<file path="config.mk">
export PLATFORM = sky130hd
export DESIGN_NAME = iofs_top
export DESIGN_NICKNAME = d
export VERILOG_FILES = /design/src/hdl/iofs_pkg.sv /design/src/hdl/iofs_top.sv
export SDC_FILE = /design/constraint.sdc
export NUM_CORES = 1
export LEC_CHECK = 0
export ABC_AREA = 1
export ABC_CLOCK_PERIOD_IN_PS = 17720
export CORE_MARGIN = 2
export CORE_UTILIZATION = 60
export DETAILED_ROUTE_END_ITERATION = 6
export DONT_BUFFER_PORTS = 1
export PLACE_DENSITY = 0.76
export SLEW_MARGIN = 20
export SYNTH_ARGS = -nofsm -noshare
export SYNTH_HDL_FRONTEND = slang
export SYNTH_SLANG_ARGS = --single-unit
export TNS_END_PERCENT = 50
</file>
<file path="constraint.sdc">
create_clock -name i_clk -period 17.72 [get_ports i_clk]
set_input_delay 2.658 -clock i_clk [delete_from_list [all_inputs] [get_ports i_clk]]
set_output_delay 2.658 -clock i_clk [all_outputs]
set_load 0.02 [all_outputs]
</file>
<file path="src/hdl/iofs_pkg.sv">
// package of the inverter io function select block: register map, field
// layouts, reset values, codes and the record types that carry them.
// assumes a 10 MHz system clock and a one-word-per-register plain port.
package iofs_pkg;

   // ----------------------------------------------------------------
   // register map, byte addresses
   // ----------------------------------------------------------------
   localparam logic [7:0] IOFS_COMM_CFG = 8'h00;
   localparam logic [7:0] IOFS_CARD_CFG = 8'h04;
   localparam logic [7:0] IOFS_COMB_CFG = 8'h08;
   localparam logic [7:0] IOFS_AIN_CFG = 8'h0c;
   localparam logic [7:0] IOFS_MON_CFG = 8'h10;
   localparam logic [7:0] IOFS_STATUS = 8'h14;
   localparam logic [7:0] IOFS_MASK = 8'h18;
   localparam logic [7:0] IOFS_STATE = 8'h1c;
   localparam logic [7:0] IOFS_CMD = 8'h20;
   localparam logic [7:0] IOFS_TERM_CFG = 8'h24;

   // ----------------------------------------------------------------
   // reset values and codes
   // ----------------------------------------------------------------
   localparam logic [15:0] IOFS_PERIOD_RST = 16'h0000;
   localparam logic [7:0] IOFS_GAIN_RST = 8'h64;
   localparam logic [9:0] IOFS_OFFSET_RST = 10'h000;
   localparam logic [9:0] IOFS_LEVEL_MAX = 10'h3ff;
   localparam logic [17:0] IOFS_GAIN_UNITY = 18'h00064;
   localparam logic [7:0] IOFS_ERR_CODE = 8'h3c;
   localparam logic [3:0] IOFS_FUNC_LOG = 4'h9;
   localparam int IOFS_N_FUNC = 9;
   localparam int IOFS_N_TERM = 5;
   // monitor level: 10-bit code, 0 to 10 v full scale
   localparam int IOFS_TICK_US = 1000;
   localparam int IOFS_CLK_MHZ = 10;
   localparam int IOFS_TICK_CYC = IOFS_TICK_US * IOFS_CLK_MHZ;

   typedef enum logic [1:0] {
      IOFS_OP_AND = 2'h0,
      IOFS_OP_OR = 2'h1,
      IOFS_OP_XOR = 2'h2
   } iofs_op_e;

   typedef enum logic [1:0] {
      IOFS_AIN_VI = 2'h0,
      IOFS_AIN_SUM = 2'h1,
      IOFS_AIN_VPOT = 2'h2,
      IOFS_AIN_IPOT = 2'h3
   } iofs_ain_e;

   // ----------------------------------------------------------------
   // carriers
   // ----------------------------------------------------------------
   typedef struct packed {
      logic wr;
      logic rd;
      logic [7:0] addr;
      logic [31:0] wdata;
   } iofs_bus_s;

   typedef struct packed {
      logic [9:0] voltage;
      logic [9:0] current;
      logic [9:0] pot;
      logic choice;
   } iofs_ain_s;

   typedef struct packed {
      logic [15:0] comm_period;
      logic [1:0] err_resp;
      logic [15:0] card_period;
      logic card_fitted;
      logic [3:0] op_a_sel;
      logic [3:0] op_b_sel;
      logic [1:0] op_sel;
      logic [1:0] ain_cfg;
      logic choice_used;
      logic mon_qty;
      logic [7:0] gain;
      logic [9:0] offset;
      logic [19:0] term_cfg;
      logic [2:0] status;
      logic [2:0] mask;
      logic [31:0] rdata;
      logic [15:0] tick_cnt;
      logic [15:0] wd_cnt;
      logic [15:0] card_cnt;
      logic net_timeout;
      logic card_ok;
      logic trip;
      logic [7:0] err_code;
      logic log_out;
      logic [4:0] term;
      logic [10:0] freq_cmd;
      logic [9:0] mon_level;
      logic irq;
      logic stop_req;
      logic coast_req;
   } iofs_state_s;

endpackage

</file>
<file path="src/hdl/iofs_top.sv">
// inverter io function select: network watchdogs, boolean combiner,
// output terminal mapping, analog command source and analog monitor.
// assumes strobes and inputs synchronous to i_clk, one strobe per cycle.
//
// Contract
// watchdog on network activity raises timeout flag past programmed period.
// on timeout, trip with error 60 or not, and stop or coast, per setting.
// combiner operands A and B each pick one of nine status functions.
// operator code 0 is AND, 1 is OR, 2 is XOR.
// terminal assigned function 9 follows the combiner result.
// fitted option card gets its own watchdog; status shown on an output.
// with choice configured, voltage when choice off, current when on.
// with no choice input configured, command is voltage plus current.
// input configuration codes 0 to 3 map sources as the table gives.
// operator must pick analog input as frequency source to use the command.
// monitor quantity 0 shows output frequency, 1 shows output current.
// monitor is unipolar, showing magnitude regardless of rotation direction.
// monitor gain 0 to 255, default 100, scales full-scale level.
// monitor offset 0 to 10 v, default 0, added to the level.
// operator calibrates offset at stop, then gain at full speed.
// activity restarts watchdog; flag clears on activity unless trip latched.
`timescale 1ns/100ps
module iofs_top import iofs_pkg::*; #(
   parameter int TICK_CYC = IOFS_TICK_CYC
) (
   input wire logic i_clk,
   input wire logic i_rst,
   input wire iofs_bus_s i_bus,
   output logic [31:0] o_rdata,
   output logic o_irq,
   input wire logic i_comm_activity,
   input wire logic i_card_activity,
   input wire logic [IOFS_N_FUNC-1:0] i_status_func,
   input wire iofs_ain_s i_ain,
   input wire logic [10:0] i_out_freq,
   input wire logic [9:0] i_out_current,
   output logic o_net_timeout,
   output logic o_card_net_ok,
   output logic o_trip,
   output logic [7:0] o_error_code,
   output logic o_stop_req,
   output logic o_coast_req,
   output logic o_log_out,
   output logic [IOFS_N_TERM-1:0] o_term,
   output logic [10:0] o_freq_cmd,
   output logic [9:0] o_mon_level
);

   // ----------------------------------------------------------------
   // state
   // ----------------------------------------------------------------
   iofs_state_s s;
   iofs_state_s next_s;
   logic [IOFS_N_TERM-1:0] term_val;
   logic [15:0] func_pad;
   logic log_val;

   assign func_pad = {{(16-IOFS_N_FUNC){1'b0}}, i_status_func};

   // ----------------------------------------------------------------
   // boolean combiner and terminal mapping
   // ----------------------------------------------------------------
   always_comb begin
      logic op_a;
      logic op_b;
      op_a = func_pad[s.op_a_sel];
      op_b = func_pad[s.op_b_sel];
      case (s.op_sel)
         IOFS_OP_OR: log_val = op_a | op_b;
         IOFS_OP_XOR: log_val = op_a ^ op_b;
         default: log_val = op_a & op_b;
      endcase
   end

   // codes above the nine functions other than the logic code drive off
   generate
      for (genvar t = 0; t < IOFS_N_TERM; t++) begin : g_term
         always_comb begin
            logic [3:0] code;
            code = s.term_cfg[4*t +: 4];
            if (code == IOFS_FUNC_LOG) begin
               term_val[t] = log_val;
            end else begin
               term_val[t] = func_pad[code];
            end
         end
      end
   endgenerate

   // ----------------------------------------------------------------
   // next state
   // ----------------------------------------------------------------
   always_comb begin
      logic tick;
      logic timeout_now;
      logic card_lost;
      logic trip_clr;
      logic [2:0] events;
      logic [9:0] mag;
      logic [17:0] scaled;
      logic [10:0] level;
      logic [31:0] rd;
      tick = (s.tick_cnt == 16'(TICK_CYC - 1));
      timeout_now = 1'b0;
      card_lost = 1'b0;
      trip_clr = 1'b0;
      events = 3'h0;
      mag = 10'h000;
      scaled = 18'h00000;
      level = 11'h000;
      rd = 32'h0000_0000;
      next_s = s;

      // register writes
      if (i_bus.wr) begin
         case (i_bus.addr)
            IOFS_COMM_CFG: begin
               next_s.comm_period = i_bus.wdata[15:0];
               next_s.err_resp = i_bus.wdata[17:16];
            end
            IOFS_CARD_CFG: begin
               next_s.card_period = i_bus.wdata[15:0];
               next_s.card_fitted = i_bus.wdata[16];
            end
            IOFS_COMB_CFG: begin
               next_s.op_a_sel = i_bus.wdata[3:0];
               next_s.op_b_sel = i_bus.wdata[7:4];
               next_s.op_sel = i_bus.wdata[9:8];
            end
            IOFS_AIN_CFG: begin
               next_s.ain_cfg = i_bus.wdata[1:0];
               next_s.choice_used = i_bus.wdata[2];
            end
            IOFS_MON_CFG: begin
               next_s.mon_qty = i_bus.wdata[0];
               next_s.gain = i_bus.wdata[15:8];
               next_s.offset = i_bus.wdata[25:16];
            end
            IOFS_MASK: next_s.mask = i_bus.wdata[2:0];
            IOFS_CMD: trip_clr = i_bus.wdata[0];
            IOFS_TERM_CFG: next_s.term_cfg = i_bus.wdata[19:0];
            default: ;
         endcase
      end

      // millisecond time base for both watchdogs
      next_s.tick_cnt = tick ? 16'h0000 : s.tick_cnt + 16'h0001;

      // comm watchdog; a zero period leaves it disarmed
      if (i_comm_activity) begin
         next_s.wd_cnt = 16'h0000;
      end else if (tick && s.wd_cnt != 16'hffff) begin
         next_s.wd_cnt = s.wd_cnt + 16'h0001;
      end
      timeout_now = (s.comm_period != IOFS_PERIOD_RST) && !i_comm_activity
         && (s.wd_cnt > s.comm_period);
      if (timeout_now && !s.net_timeout) begin
         events[0] = 1'b1;
         next_s.trip = s.trip | ~s.err_resp[1];
         events[2] = ~s.err_resp[1] & ~s.trip;
      end
      if (timeout_now) begin
         next_s.net_timeout = 1'b1;
      end else if (i_comm_activity && !next_s.trip) begin
         next_s.net_timeout = 1'b0;
      end
      // a clear that meets a new trip loses
      if (trip_clr && !(timeout_now && !s.net_timeout && !s.err_resp[1])) begin
         next_s.trip = 1'b0;
         if (!timeout_now) begin
            next_s.net_timeout = 1'b0;
         end
      end
      next_s.stop_req = next_s.net_timeout & s.err_resp[0];
      next_s.coast_req = next_s.net_timeout & ~s.err_resp[0];
      next_s.err_code = next_s.trip ? IOFS_ERR_CODE : 8'h00;

      // option card watchdog
      if (i_card_activity) begin
         next_s.card_cnt = 16'h0000;
      end else if (tick && s.card_cnt != 16'hffff) begin
         next_s.card_cnt = s.card_cnt + 16'h0001;
      end
      next_s.card_ok = s.card_fitted && (i_card_activity
         || s.card_cnt <= s.card_period);
      card_lost = s.card_ok && !next_s.card_ok;
      events[1] = card_lost;

      // combiner and terminals
      next_s.log_out = log_val;
      next_s.term = term_val;

      // analog command source
      if (!s.choice_used) begin
         next_s.freq_cmd = {1'b0, i_ain.voltage} + {1'b0, i_ain.current};
      end else begin
         case (s.ain_cfg)
            IOFS_AIN_VI: next_s.freq_cmd = {1'b0, i_ain.choice ? i_ain.current
               : i_ain.voltage};
            IOFS_AIN_SUM: next_s.freq_cmd = {1'b0, i_ain.voltage}
               + {1'b0, i_ain.current};
            IOFS_AIN_VPOT: next_s.freq_cmd = {1'b0, i_ain.choice ? i_ain.pot
               : i_ain.voltage};
            default: next_s.freq_cmd = {1'b0, i_ain.choice ? i_ain.pot
               : i_ain.current};
         endcase
      end

      // analog monitor: magnitude, gain per hundred, offset, clipped
      if (s.mon_qty) begin
         mag = i_out_current;
      end else begin
         mag = i_out_freq[10] ? 10'(-i_out_freq) : i_out_freq[9:0];
      end
      scaled = (18'(mag) * 18'(s.gain)) / IOFS_GAIN_UNITY;
      level = 11'(scaled[10:0]) + {1'b0, s.offset};
      if (scaled > 18'(IOFS_LEVEL_MAX) || level > {1'b0, IOFS_LEVEL_MAX}) begin
         next_s.mon_level = IOFS_LEVEL_MAX;
      end else begin
         next_s.mon_level = level[9:0];
      end

      // reads; status clears on read but a new event still lands
      case (i_bus.addr)
         IOFS_COMM_CFG: rd = {14'h0000, s.err_resp, s.comm_period};
         IOFS_CARD_CFG: rd = {15'h0000, s.card_fitted, s.card_period};
         IOFS_COMB_CFG: rd = {22'h000000, s.op_sel, s.op_b_sel, s.op_a_sel};
         IOFS_AIN_CFG: rd = {29'h00000000, s.choice_used, s.ain_cfg};
         IOFS_MON_CFG: rd = {6'h00, s.offset, s.gain, 7'h00, s.mon_qty};
         IOFS_STATUS: rd = {29'h00000000, s.status};
         IOFS_MASK: rd = {29'h00000000, s.mask};
         IOFS_STATE: rd = {5'h00, s.freq_cmd, s.mon_level, 2'h0, s.log_out,
            s.trip, s.card_ok, s.net_timeout};
         IOFS_TERM_CFG: rd = {12'h000, s.term_cfg};
         default: rd = 32'h0000_0000;
      endcase
      next_s.rdata = i_bus.rd ? rd : 32'h0000_0000;
      if (i_bus.rd && i_bus.addr == IOFS_STATUS) begin
         next_s.status = events;
      end else begin
         next_s.status = s.status | events;
      end
      next_s.irq = |(next_s.status & next_s.mask);
   end

   always_ff @(posedge i_clk) begin
      if (i_rst) begin
         s <= '0;
         s.gain <= IOFS_GAIN_RST;
         s.offset <= IOFS_OFFSET_RST;
      end else begin
         s <= next_s;
      end
   end

   assign o_rdata = s.rdata;
   assign o_irq = s.irq;
   assign o_net_timeout = s.net_timeout;
   assign o_card_net_ok = s.card_ok;
   assign o_trip = s.trip;
   assign o_error_code = s.err_code;
   assign o_stop_req = s.stop_req;
   assign o_coast_req = s.coast_req;
   assign o_log_out = s.log_out;
   assign o_term = s.term;
   assign o_freq_cmd = s.freq_cmd;
   assign o_mon_level = s.mon_level;

   // ----------------------------------------------------------------
   // checks
   // ----------------------------------------------------------------
   timeout_set_a: assert property (@(posedge i_clk) disable iff (i_rst)
      (s.comm_period != 16'h0000 && !i_comm_activity && s.wd_cnt > s.comm_period)
      |=> o_net_timeout)
      else $error("timeout flag not raised after period");

   trip_code_a: assert property (@(posedge i_clk) disable iff (i_rst)
      $rose(o_net_timeout) && !$past(s.err_resp[1]) |-> o_trip && o_error_code == 8'h3c)
      else $error("timeout with trip response did not trip");

   no_trip_a: assert property (@(posedge i_clk) disable iff (i_rst)
      $rose(o_net_timeout) && $past(s.err_resp[1]) && !$past(s.trip) |-> !o_trip)
      else $error("timeout without trip response tripped");

   timeout_clear_a: assert property (@(posedge i_clk) disable iff (i_rst)
      i_comm_activity && !s.trip && !i_bus.wr ##1 !o_trip |-> !o_net_timeout)
      else $error("timeout flag held after activity");

   logic_or_a: assert property (@(posedge i_clk) disable iff (i_rst)
      s.op_sel == 2'h1 && !i_bus.wr |=> o_log_out ==
      ($past(func_pad[s.op_a_sel]) | $past(func_pad[s.op_b_sel])))
      else $error("combiner or result wrong");

   term_log_a: assert property (@(posedge i_clk) disable iff (i_rst)
      s.term_cfg[3:0] == 4'h9 && !i_bus.wr |=> o_term[0] == o_log_out)
      else $error("logic terminal differs from combiner");

   card_ok_a: assert property (@(posedge i_clk) disable iff (i_rst)
      !s.card_fitted |=> !o_card_net_ok)
      else $error("card status set with no card");

   sum_cmd_a: assert property (@(posedge i_clk) disable iff (i_rst)
      !s.choice_used |=> o_freq_cmd == $past({1'b0, i_ain.voltage}) + $past({1'b0, i_ain.current}))
      else $error("command is not the input sum");

   pot_cmd_a: assert property (@(posedge i_clk) disable iff (i_rst)
      s.choice_used && s.ain_cfg == 2'h3 && i_ain.choice |=> o_freq_cmd == {1'b0, $past(i_ain.pot)})
      else $error("keypad pot not selected");

   mon_offset_a: assert property (@(posedge i_clk) disable iff (i_rst)
      s.mon_qty && i_out_current == 10'h000 |=> o_mon_level == $past(s.offset))
      else $error("monitor at zero differs from offset");

   and_logic_a: assert property (@(posedge i_clk) disable iff (i_rst)
      s.op_sel == 2'h0 |=> o_log_out ==
      ($past(func_pad[s.op_a_sel]) & $past(func_pad[s.op_b_sel])))
      else $error("combiner and result wrong");

   xor_logic_a: assert property (@(posedge i_clk) disable iff (i_rst)
      s.op_sel == 2'h2 |=> o_log_out ==
      ($past(func_pad[s.op_a_sel]) ^ $past(func_pad[s.op_b_sel])))
      else $error("combiner xor result wrong");

   volt_cmd_a: assert property (@(posedge i_clk) disable iff (i_rst)
      s.choice_used && s.ain_cfg == 2'h0 |=> o_freq_cmd ==
      {1'b0, $past(i_ain.choice) ? $past(i_ain.current) : $past(i_ain.voltage)})
      else $error("choice input did not pick voltage or current");

   mon_freq_a: assert property (@(posedge i_clk) disable iff (i_rst)
      !s.mon_qty && s.gain == 8'h64 && s.offset == 10'h000 && !i_out_freq[10]
      |=> o_mon_level == $past(i_out_freq[9:0]))
      else $error("monitor does not follow frequency");

   mon_reverse_a: assert property (@(posedge i_clk) disable iff (i_rst)
      !s.mon_qty && s.gain == 8'h64 && s.offset == 10'h000 && i_out_freq[10]
      |=> o_mon_level == $past(~i_out_freq[9:0]) + 10'h001)
      else $error("monitor not magnitude in reverse");

   gain_zero_a: assert property (@(posedge i_clk) disable iff (i_rst)
      s.gain == 8'h00 |=> o_mon_level == $past(s.offset))
      else $error("zero gain leaves more than offset");

   stop_coast_a: assert property (@(posedge i_clk) disable iff (i_rst)
      (o_stop_req | o_coast_req) == o_net_timeout && !(o_stop_req && o_coast_req))
      else $error("stop or coast request out of step with timeout");

   card_loss_a: assert property (@(posedge i_clk) disable iff (i_rst)
      s.card_fitted && !i_card_activity && s.card_cnt > s.card_period |=> !o_card_net_ok)
      else $error("card status held after card watchdog expired");

endmodule

</file>
==> flow_summary.yaml <==
run_status:
  status: "complete, no violations"
final_layout:
  multi_input_area_um2: 9340
  area_growth_pct: 4.12
  design_area_um2: 16000
  nets: 2432
  antennaDiodeCount: 0
  seq_area_um2: 4020
  fillCellCount: 2315
  drive_gt1_share_pct: 6.79
synthesis:
  synth_seq_cells: 201
  yosysMostFrequentCell: "nand2_1"
  syn-cell-area_um2: 15400
  postSynth.topFlopCell: "dfxtp_1"
  synth_top_area_share_pct: 26.2
  synth_area_per_cell_um2: 6.84
  syn_inst: 2250
  synth_cell_types: 52
  synth.cells.most_frequent: "nand2_1 (384), inv_1 (347), a21oi_1 (222)"
  synth_top_area_cell: "dfxtp_1"
  ys.warnings.count: 0
  synth_edf_count: 0
  netlist_top_cells_area: "dfxtp_1 (26%), nand2_1 (9.4%), inv_1 (8.5%), ha_1 (8.0%), a21oi_1 (7.2%)"
  ys_seq_area_share_pct: 26.2
  async_flop_share_pct: 0
critical_path:
  crit_type: "in -> reg"
  end_kind: "flop"
  worstPathRequired_ns: 18.12
  crit_path_top_delay_cell: "a21oi_1"
  arrival_ns: 15.16
  critPathMaxStageDelay_ns: 0.57
  crit_fanout: 9
  cp-start-kind: "input pin"
  critPathMostFrequentCell: "nand2_1"
drt:
  detail-route-antenna-nets: 0
  routedWlPerCell_um: 16.6
  dr.pass1.iters: 5
  vias: 14700
  drc_errors: 0
  wl_mm: 41.9
  drtIter0Drc: 1396
  vias_per_cell: 5.82
floorplanning:
  io_pins: 180
  rows: 58
  initial_core_util_pct: 61.1
  die_w_um: 164
  die_h_um: 164
  core_area_um2: 25200
  die-area_um2: 26900
global_routing:
  grt_pass1_vias: 13700
  grt_max_degree: 106
  track_usage_pct: 30.8
  grt_pass1_wl_mm: 67.0
  grt-ovfl-total: 0
  antenna_found_initial: 1
clock_network:
  clk_pin_slew_ns: 0.07
  clk-insertion-delay-late_ns: 0.53
  cts_root_buf: "clkbuf_16"
  cts_made_buffers: 23
  post-cts-setup-buffers: 0
  cts.sinks: 201
  cts_tree: "yes"
  htreeDepth: 1
  cts-resized-gates: 0
  holdBufCountCts: 0
  cts_buffer_depth: 3
job:
  drv_cap: 0
sta:
  tightest_slew_ns: 1.09
  slew_violations: 0
  min_period_over_period_pct: 83.3
  setup_violations: 0
  hold_viol: 0
  period_needed_ns: 14.77
  skew_ns: 0.0255
  final.setup.tns_ns: 0
  fmax_mhz: 67.7
  slew_headroom_pct: 26.8
  rsz0062_at_grt: "false"
place:
  io_buffers: 0
  gp_congestion: 0.935
  placed_cell_area_um2: 15200
  dp_hpwl_mm: 32.3
min_path:
  hp-class: "reg -> reg"
[stage by stage]
stage               worst slack [ns]  hold slack, ns  cells  utilization, %
global placement                2.83           0.430   2482            60.5
CTS                             2.92           0.456   2524            63.6
detailed placement              2.47           0.442   2482            60.5
floorplan                       4.45           0.413   2258               -
finish                          2.95           0.458   2524            63.6
global route                    1.50           0.475   2524            63.6
[final timing paths]
kind	slack (ns)	to	depth (start not counted)	startpoint
hold / removal	0.46	s[73]	1	s[73]
hold reg to reg	0.46	s[73]	1	s[73]
setup / recovery	2.95	o_mon_level[5]	92	i_out_freq[0]
setup reg to reg	4.50	o_mon_level[5]	87	s[165]
[cells by family (layout without fill, tap and decap cells)]
family / count (synthesis) / count (layout) / share of synthesized area [%]
compound gates: 525 / 525 / 18.9
xor+xnor: 25 / 25 / 1.42
fa+ha+maj: 148 / 148 / 14.5
buf+inv: 485 / 421 / 13.4
flops: 201 / 201 / 26.2
other cells: 1 / 9 / 0.0244
simple gates: 865 / 865 / 25.6
[cells in the final DEF, fill, tap and decap left out, types with 4 or more instances in the layout]
cell | synthesis | layout
o22ai_1 | 18 | 18
a2111oi_0 | 7 | 7
nor2_1 | 205 | 205
xnor2_1 | 10 | 10
clkbuf_8 | 0 | 5
ha_1 | 98 | 98
nand3b_1 | 8 | 8
clkinv_2 | 0 | 7
clkbuf_16 | 0 | 23
clkinv_1 | 8 | 8
nor3_1 | 35 | 35
inv_1 | 347 | 346
nand2_1 | 384 | 384
nor2_2 | 4 | 4
conb_1 | 1 | 9
nand3_1 | 112 | 112
o21ai_1 | 7 | 7
nor4_1 | 6 | 6
inv_2 | 15 | 16
a21oi_1 | 222 | 222
or2_2 | 8 | 8
o21a_1 | 4 | 4
nand4_2 | 6 | 6
nand2_4 | 17 | 17
o21ai_0 | 195 | 195
buf_4 | 66 | 9
a31oi_1 | 13 | 13
fa_1 | 50 | 50
a211oi_1 | 6 | 6
o21bai_1 | 8 | 8
nor2_4 | 5 | 5
nand2_2 | 33 | 33
o311ai_0 | 5 | 5
o211ai_1 | 9 | 9
nand4_1 | 29 | 29
xor2_1 | 15 | 15
dfxtp_1 | 201 | 201
a221oi_1 | 12 | 12
nand3_2 | 7 | 7
[worst max-delay path, delay by kind of cell]
family	cells	cell delay (ns)
fa+ha+maj	8	3.05
buf+inv	8	0.65
simple gates	66	7.01
compound gates	10	1.77
[cell type report]
type	instances	share of cell area, %
repair buffers	9	0.422
well taps	330	2.58
flip-flops and latches	201	25.1
multi-input cells	1572	58.3
inverters	370	8.67
clock buffers	30	4.07
clock inverters	12	0.836
[per-layer routing]
metal / vias to the layer above / GRT usage, % / part of all wire, %
met5: - / 0 / 0.031
met4: 2 / 12.3 / 3.9
met3: 118 / 5.40 / 9.4
met2: 658 / 51.4 / 46
met1: 6737 / 39.7 / 41
li1: 7187 / - / -
[sequential cells by signal, summed over array words and instances (netlist names)]
name,cells
g_term.$2.code,20
o_stop_req,1
o_card_net_ok,1
o_rdata,27
o_net_timeout,1
o_coast_req,1
o_freq_cmd,11
o_error_code,1
o_irq,1
o_log_out,1
o_term,5
s,121
o_mon_level,10
Power is not shown: default switching activity piles up to over one toggle a cycle in this logic, so the estimate is an artifact.
